File: config.mk
export PLATFORM = sky130hd
export DESIGN_NAME = sra_port
export DESIGN_NICKNAME = d
export VERILOG_FILES = /design/src/inc/sra_pkg.sv /design/src/logic/sra_port.sv /design/src/logic/sra_regfile.sv
export VERILOG_INCLUDE_DIRS = /design/src /design/src/inc
export SDC_FILE = /design/constraint.sdc
export NUM_CORES = 1
export LEC_CHECK = 0
export BUFFER_PORTS_ARGS = -buffer_cell sky130_fd_sc_hd__buf_2
export CORE_UTILIZATION = 31
export CTS_CLUSTER_SIZE = 10
export DETAILED_ROUTE_END_ITERATION = 12
export SLEW_MARGIN = 15
export SYNTH_ARGS = -nofsm -noshare
export SYNTH_HDL_FRONTEND = slang
export SYNTH_SLANG_ARGS = --single-unit
File: constraint.sdc
create_clock -name ref_clk -period 8.3 [get_ports ref_clk]
set_input_delay 0.415 -clock ref_clk [delete_from_list [all_inputs] [get_ports ref_clk]]
set_output_delay 0.415 -clock ref_clk [all_outputs]
set_load 0.01 [all_outputs]
File: src/inc/sra_params.svh
`ifndef SRA_PARAMS_SVH
`define SRA_PARAMS_SVH

// ==========================================================
// frame layout
`define SRA_ADDR_BITS 15
`define SRA_DATA_BITS 8
`define SRA_CNT_BITS 5
`define SRA_CNT_ZERO 5'h00
`define SRA_CNT_STEP 5'h01
// rising edge index of the last header bit and the last data bit
`define SRA_CNT_HDR_LAST 5'h0f
`define SRA_CNT_FRAME_LAST 5'h17
`define SRA_DIR_READ 1'b1

// ==========================================================
// storage defaults
`define SRA_REG_RESET 8'h00
`define SRA_DEPTH_DEFAULT 16
`define SRA_IDX_W_DEFAULT 4

`endif

File: src/inc/sra_pkg.sv
// ==========================================================
// shared types
package sra_pkg;

	typedef enum logic [1:0] {
		SRA_IDLE = 2'b00,
		SRA_HDR = 2'b01,
		SRA_DATA = 2'b10,
		SRA_DONE = 2'b11
	} sra_state_t;

endpackage : sra_pkg

File: src/logic/sra_port.sv
`timescale 1ns/1ns
`include "sra_params.svh"

module sra_port #(
	parameter int DEPTH = `SRA_DEPTH_DEFAULT,
	parameter int IDX_W = `SRA_IDX_W_DEFAULT
) (
	// clock and reset
	input wire logic ref_clk,
	input wire logic rst,
	// serial pins
	input wire logic serial_select_n,
	input wire logic serial_clk,
	input wire logic serial_data_in,
	output logic serial_data_out,
	output logic serial_data_out_oe_n,
	// core side
	output logic [DEPTH*`SRA_DATA_BITS-1:0] reg_image,
	output logic wr_pulse,
	output logic [`SRA_ADDR_BITS-1:0] wr_addr,
	output logic [`SRA_DATA_BITS-1:0] wr_data,
	output logic abort_pulse
);

	localparam logic [`SRA_ADDR_BITS-1:0] ADDR_LIM = `SRA_ADDR_BITS'(DEPTH);

	// ==========================================================
	// pin synchronisers
	logic sel_s1_q, sel_s2_q;
	logic clk_s1_q, clk_s2_q, clk_s3_q;
	logic din_s1_q, din_s2_q;

	always_ff @(posedge ref_clk or posedge rst) begin
		if (rst) begin
			sel_s1_q <= 1'b1;
			sel_s2_q <= 1'b1;
		end else begin
			sel_s1_q <= serial_select_n;
			sel_s2_q <= sel_s1_q;
		end
	end

	// third stage only remembers the previous synchronised level
	always_ff @(posedge ref_clk or posedge rst) begin
		if (rst) begin
			clk_s1_q <= 1'b0;
			clk_s2_q <= 1'b0;
			clk_s3_q <= 1'b0;
		end else begin
			clk_s1_q <= serial_clk;
			clk_s2_q <= clk_s1_q;
			clk_s3_q <= clk_s2_q;
		end
	end

	// data goes through the same depth as the clock, so they stay aligned
	always_ff @(posedge ref_clk or posedge rst) begin
		if (rst) begin
			din_s1_q <= 1'b0;
			din_s2_q <= 1'b0;
		end else begin
			din_s1_q <= serial_data_in;
			din_s2_q <= din_s1_q;
		end
	end

	logic selected, sclk_rise, sclk_fall;

	assign selected = ~sel_s2_q;
	assign sclk_rise = clk_s2_q & ~clk_s3_q;
	assign sclk_fall = ~clk_s2_q & clk_s3_q;

	// ==========================================================
	// frame state
	sra_pkg::sra_state_t state_q;
	logic [`SRA_CNT_BITS-1:0] cnt_q;
	logic [`SRA_ADDR_BITS-1:0] rx_q;
	logic dir_q;
	logic [`SRA_ADDR_BITS-1:0] addr_q;

	logic shift_en, hdr_done, frame_done, do_write;
	logic [`SRA_ADDR_BITS-1:0] hdr_addr;
	logic [`SRA_DATA_BITS-1:0] rx_byte;

	// edge-driven only: no count of ref_clk ever limits a bit period
	assign shift_en = selected && sclk_rise &&
		(state_q == sra_pkg::SRA_HDR || state_q == sra_pkg::SRA_DATA);
	assign hdr_done = shift_en && (cnt_q == `SRA_CNT_HDR_LAST);
	assign frame_done = shift_en && (cnt_q == `SRA_CNT_FRAME_LAST);
	// header is rx_q[14] direction, then address msb first
	assign hdr_addr = {rx_q[`SRA_ADDR_BITS-2:0], din_s2_q};
	assign rx_byte = {rx_q[`SRA_DATA_BITS-2:0], din_s2_q};
	assign do_write = frame_done && (dir_q != `SRA_DIR_READ);

	always_ff @(posedge ref_clk or posedge rst) begin
		if (rst) begin
			state_q <= sra_pkg::SRA_IDLE;
		end else if (!selected) begin
			state_q <= sra_pkg::SRA_IDLE;
		end else begin
			case (state_q)
				sra_pkg::SRA_IDLE: begin
					state_q <= sra_pkg::SRA_HDR;
				end
				sra_pkg::SRA_HDR: begin
					if (hdr_done) begin
						state_q <= sra_pkg::SRA_DATA;
					end
				end
				sra_pkg::SRA_DATA: begin
					if (frame_done) begin
						state_q <= sra_pkg::SRA_DONE;
					end
				end
				// extra clocks are not streamed; wait for release
				sra_pkg::SRA_DONE: begin
					state_q <= sra_pkg::SRA_DONE;
				end
				default: begin
					state_q <= sra_pkg::SRA_IDLE;
				end
			endcase
		end
	end

	always_ff @(posedge ref_clk or posedge rst) begin
		if (rst) begin
			cnt_q <= `SRA_CNT_ZERO;
		end else if (!selected) begin
			cnt_q <= `SRA_CNT_ZERO;
		end else if (shift_en) begin
			cnt_q <= cnt_q + `SRA_CNT_STEP;
		end
	end

	always_ff @(posedge ref_clk or posedge rst) begin
		if (rst) begin
			rx_q <= '0;
		end else if (shift_en) begin
			rx_q <= hdr_addr;
		end
	end

	always_ff @(posedge ref_clk or posedge rst) begin
		if (rst) begin
			dir_q <= 1'b0;
			addr_q <= '0;
		end else if (hdr_done) begin
			dir_q <= rx_q[`SRA_ADDR_BITS-1];
			addr_q <= hdr_addr;
		end
	end

	// ==========================================================
	// register storage
	logic wr_hit, rd_hit;
	logic [`SRA_DATA_BITS-1:0] rd_byte;
	logic [DEPTH*`SRA_DATA_BITS-1:0] image;

	assign wr_hit = do_write && (addr_q < ADDR_LIM);
	assign rd_hit = hdr_addr < ADDR_LIM;

	sra_regfile #(
		.DEPTH(DEPTH),
		.IDX_W(IDX_W)
	) u_regs (
		.ref_clk(ref_clk),
		.rst(rst),
		.wr_en(wr_hit),
		.wr_idx(addr_q[IDX_W-1:0]),
		.wr_data(rx_byte),
		.rd_idx(hdr_addr[IDX_W-1:0]),
		.rd_data(rd_byte),
		.image(image)
	);

	assign reg_image = image;

	// ==========================================================
	// core-side notifications
	always_ff @(posedge ref_clk or posedge rst) begin
		if (rst) begin
			wr_pulse <= 1'b0;
			wr_addr <= '0;
			wr_data <= `SRA_REG_RESET;
		end else begin
			wr_pulse <= do_write;
			if (do_write) begin
				wr_addr <= addr_q;
				wr_data <= rx_byte;
			end
		end
	end

	// a select pulse with no clock at all is not reported
	always_ff @(posedge ref_clk or posedge rst) begin
		if (rst) begin
			abort_pulse <= 1'b0;
		end else begin
			abort_pulse <= !selected && (cnt_q != `SRA_CNT_ZERO) &&
				(state_q == sra_pkg::SRA_HDR ||
				state_q == sra_pkg::SRA_DATA);
		end
	end

	// ==========================================================
	// read data output
	logic [`SRA_DATA_BITS-1:0] tx_q;
	logic tx_fall;

	// data input is never looked at here during a read byte
	assign tx_fall = selected && sclk_fall &&
		(state_q == sra_pkg::SRA_DATA) && (dir_q == `SRA_DIR_READ);

	always_ff @(posedge ref_clk or posedge rst) begin
		if (rst) begin
			tx_q <= '0;
		end else if (hdr_done) begin
			// unimplemented addresses read back as zero
			tx_q <= rd_hit ? rd_byte : '0;
		end else if (tx_fall) begin
			tx_q <= {tx_q[`SRA_DATA_BITS-2:0], 1'b0};
		end
	end

	always_ff @(posedge ref_clk or posedge rst) begin
		if (rst) begin
			serial_data_out <= 1'b0;
			serial_data_out_oe_n <= 1'b1;
		end else if (!selected) begin
			serial_data_out <= 1'b0;
			serial_data_out_oe_n <= 1'b1;
		end else if (tx_fall) begin
			serial_data_out <= tx_q[`SRA_DATA_BITS-1];
			serial_data_out_oe_n <= 1'b0;
		end
	end

endmodule : sra_port

File: src/logic/sra_regfile.sv
`timescale 1ns/1ns
`include "sra_params.svh"

// ==========================================================
// byte-wide register storage, one flop byte per address
module sra_regfile #(
	parameter int DEPTH = `SRA_DEPTH_DEFAULT,
	parameter int IDX_W = `SRA_IDX_W_DEFAULT
) (
	// clock and reset
	input wire logic ref_clk,
	input wire logic rst,
	// write port
	input wire logic wr_en,
	input wire logic [IDX_W-1:0] wr_idx,
	input wire logic [`SRA_DATA_BITS-1:0] wr_data,
	// read port
	input wire logic [IDX_W-1:0] rd_idx,
	output logic [`SRA_DATA_BITS-1:0] rd_data,
	// whole image, byte i at bits 8i+7..8i
	output logic [DEPTH*`SRA_DATA_BITS-1:0] image
);

	logic [`SRA_DATA_BITS-1:0] mem_q [DEPTH];

	// ==========================================================
	// storage
	genvar gi;
	generate
		for (gi = 0; gi < DEPTH; gi++) begin : g_byte
			always_ff @(posedge ref_clk or posedge rst) begin
				if (rst) begin
					mem_q[gi] <= `SRA_REG_RESET;
				end else if (wr_en && (wr_idx == IDX_W'(gi))) begin
					mem_q[gi] <= wr_data;
				end
			end
			// lowest address holds the least significant byte
			assign image[gi*`SRA_DATA_BITS +: `SRA_DATA_BITS] = mem_q[gi];
		end
	endgenerate

	assign rd_data = mem_q[rd_idx];

endmodule : sra_regfile

==> results list <==
- Data on the critical path is required at its endpoint by 8.72 ns.
- In this run, post-CTS repair resized a total of 0 instances.
* Layout cell share with drive strength beyond 1: 53.0%
- The finished cells cover 11200 sq um.
* Tightest Hold Check Type: in -> reg
- The worst register-to-register path begins at state_q[0].
- Top Family by Delay on Critical Path: simple AND/OR/NAND/NOR gates
* Fin crit share: 46.3%
- The largest single stage delay on the critical path is 0.70 ns.
* Iter 0 DRT Violations: 282
- TritonCTS built the clock tree.
* Max clock buf depth: 3
* Cell Count Post-Placement: 1148
- Total power of the final layout: 2.40 mW
* Largest clock skew in the final design: 0.0263 ns
- Non-filler cells in the finished layout: 1192
- Clock buffers created by TritonCTS: 26
- Height of the die: 175 microns
- Rel. slew slack: 23.7%
- Counting I/O delays and the setup requirement, the final critical path takes 3.85 ns.
- Routed len/inst: 20.8 microns
- The congestion estimate from routability-driven global placement came to 0.766.
- Yosys mapped a number of flops with a built-in enable equal to 0.
- The final count of hold timing violations came to 0.
- Fmax: 0.260 GHz
* Number of nets with antenna violations after detailed routing: 0
- Biggest fanout along the worst timing path: 25
- For this run, the total global-route usage over all layers was measured as 16.3%.
* Crit path launch: state_q[0]
- After synthesis, the netlist uses 43 different library cells.
* Layout overhead on the synthesized area: 21.0%
- Measured on the finished design, the core utilization comes to 38.1%.
- Unrepaired setup endpoints after global routing: false
- Share of Yosys cell area claimed by the top area cell type: 55.2%
* Cell seen most often among critical-path stages: buf_4
* Worst Path Buf+Inv: 3
- Sink count of the clock tree: 208
- For this design, the slowest cell found on the critical path is nor4_2.
- Most frequent cells after synthesis: dfrtp_1, mux2_2, nand2_1
* Number of antenna violations at the first check in global routing: 0
- Via Count: 5894
* Synthesized cell area: 9300 sq um
- Adding up every negative setup slack in the final design gives 0 ns.
* Residual DRC: 0
- The most used flip-flop cell after synthesis is dfrtp_1.
* HPWL reported at the end of detailed placement: 16500 microns
- Synth warn: 0
- For the worst flop-to-flop path, the logic depth is 8.
* Type of element launching the critical path: flop
- Root Driver: clkbuf_16
- Clock-pin slew reported for the worst setup and hold paths after clock tree synthesis: 0.06 ns
- Rows: 63
- At the later pin of the worst-skew pair, clock insertion delay measures 0.54 ns.
* Floorplan die width: 175 microns
- Wirelength, routed: 24800 microns
* Synthesis-stage register bit count: 208
- The flow ran to the end, and the final reports show no timing, DRC or antenna violations.
- Entering global routing, the biggest net connects 133 pins.
* Internal Power: 1.72 mW
* Initial Utilization: 31.5%
* P per Cell Area: 213 nW/um^2
- Final number of setup-violating endpoints: 0
- Global-route wire length before repair: 38200 microns
- Die area: 30700 sq um
* Net count of the finished layout: 799
- Worst hold-check slack: 0.0394 ns
- The number of pins exceeding their max-slew limit in the final report is 0.
- dfrtp_1 is the most common cell in the netlist.
- CORE AREA: 29600 sq um
* Global route overflow: 0
- Critical path endpoint: u_regs.image[105]
- PortBufs: 159
- In this run switching power makes up 28.1% of total power.
* Share of total power in the clock network: 42.2%
- Main area contributors after synthesis: dfrtp_1, mux2_2, mux4_2, nor4_4, nand2_1
- Across the VDD grid, the largest voltage drop is 0.126 mV.
- After synthesis, flip-flops and latches occupy 56.0% of the total area.
- Largest area contributor in the netlist: dfrtp_1
* P_leak: 5.72 nW
- Top-level I/O count: 160
* CTS Hold Bufs: 1
- The first detailed-routing pass ran for 4 iterations.
- Reg2Reg Capture Point: u_regs.image[105]
- At the placement stage, the worst setup path has a slack of 4.39 ns.
- Post-Syn Nets: 645
- STA classifies the critical path endpoint as a flop.
- The tool flagged a number of max-cap violations equal to 0.
- Post-route worst setup slack: 4.45 ns
* Type of the worst setup path: reg -> reg
- Counting every instance in the synthesized netlist gives 634.
* Least-Margin Pin Slew: 1.14 ns
- Counting instances, the worst hold path has a depth of 1.
* Cell area after placement: 10500 sq um
- # diodes: 0
- Part of the power in registers: 45.8%
- The number of global-route vias before repair was 6022.
- Averaged over all synthesized cells, the footprint is 14.7 sq um.
* Count of H-tree levels built during CTS: 1
* Number of cells on the critical path: 8
- Using the TritonRoute via totals, the vias-per-cell ratio works out to 4.94.
- Psw: 0.674 mW
- Arr. time, crit path: 4.27 ns
* FFs w/ async S/R, synth: 100%
- The critical path goes through inv_1 -> ha_1 -> and4bb_2 -> nand3b_2 -> buf_4 -> nor4_2 -> buf_4 -> mux2_2.
- Register-to-register setup slack: 4.45 ns
* Share of total power in combinational logic: 12.0%
- Buffers added to address setup during post-CTS repair amount to 0.
==> metal layers <==
| layer | part of all wire (%) | vias to the layer above | track usage, % |
|---|---|---|---|
| li1 | - | 2642 | - |
| met1 | 44 | 3079 | 22.1 |
| met3 | 4.3 | 39 | 2.76 |
| met4 | 2.6 | 0 | 4.35 |
| met2 | 49 | 134 | 27.0 |
| met5 | 0 | - | 0 |
==> placed cells by master, fill, tap and decap left out, drive strengths merged, types with 2 or more instances in the layout <==
cell type    netlist  layout
dfrtp            205     205
buf               11     168
mux2             167     167
nand2             56      56
clkbuf            33      38
mux4              30      30
nor4              21      21
mux2i             18      18
nor3              14      14
inv                8       9
o21ai              8       8
o21a               7       7
o32a               7       7
nand2b             6       6
ha                 6       6
nor2               5       5
o31ai              3       3
a21oi              3       3
dfstp              3       3
clkinv             0       3
xor2               2       2
or2                2       2
and3               2       2
or3                2       2
dlygate4sd3        0       2
nand3              2       2
==> how the worst min path moves through the flow <==
stage | from | endpoint | slack, ns
2_1_floorplan | clk_s1_q | clk_s2_q | 0.33
3_3_place_gp | din_s1_q | din_s2_q | 0.34
3_5_place_dp | din_s1_q | din_s2_q | 0.34
4_1_cts | serial_select_n | sel_s1_q | 0.003
5_1_grt | serial_clk | clk_s1_q | 0.02
6_report | serial_clk | clk_s1_q | 0.04
==> power by group through the flow <==
stage	Sequential (mW)	Combinational [mW]	Clock, mW
6_report	1.10	0.288	1.01
5_1_grt	1.10	0.320	1.08
4_1_cts	1.10	0.294	1.04
3_5_place_dp	1.12	0.293	0
3_3_place_gp	1.12	0.291	0
2_1_floorplan	1.07	0.244	0
==> state kept, by name, summed over array words and instances, names as in the netlist, 2 cells and up <==
signal	flops
wr_addr	15
rx_q	15
tx_q	8
wr_data	8
addr_q	15
state_q	2
u_regs.image	128
cnt_q	5
==> worst reg2reg max path: stages, from the launching register on <==
cell and delay (ns):
dfrtp_1 0.37, inv_1 0.07, ha_1 0.30, and4bb_2 0.57
nand3b_2 0.63, buf_4 0.49, nor4_2 0.72, buf_4 0.26
mux2_2 0.33
==> cell type report <==
type                       count  area (sq um)
tap                          390           488
sequential                   208          5210
fill                        2874         18300
multi-input combinational    374          3880
clock buffer                  38           716
timing repair buffer         170           883
inverter                       8          37.5
clock inverter                 4          35.0
==> cells by family (layout without fill, tap and decap cells) <==
family                     Yosys count  count (layout)  synth area share (%)
AOI/OAI and AO/OA                   34              34                  2.66
xor gates and xnor gates             2               2                 0.188
adders and majority gates            6               6                 0.807
buffers and inverters               52             220                  2.30
DFF                                208             208                  56.0
muxes                              215             215                  29.4
and+or+nand+nor                    117             117                  8.61
Note: power is estimated with default switching activity, not from simulation.
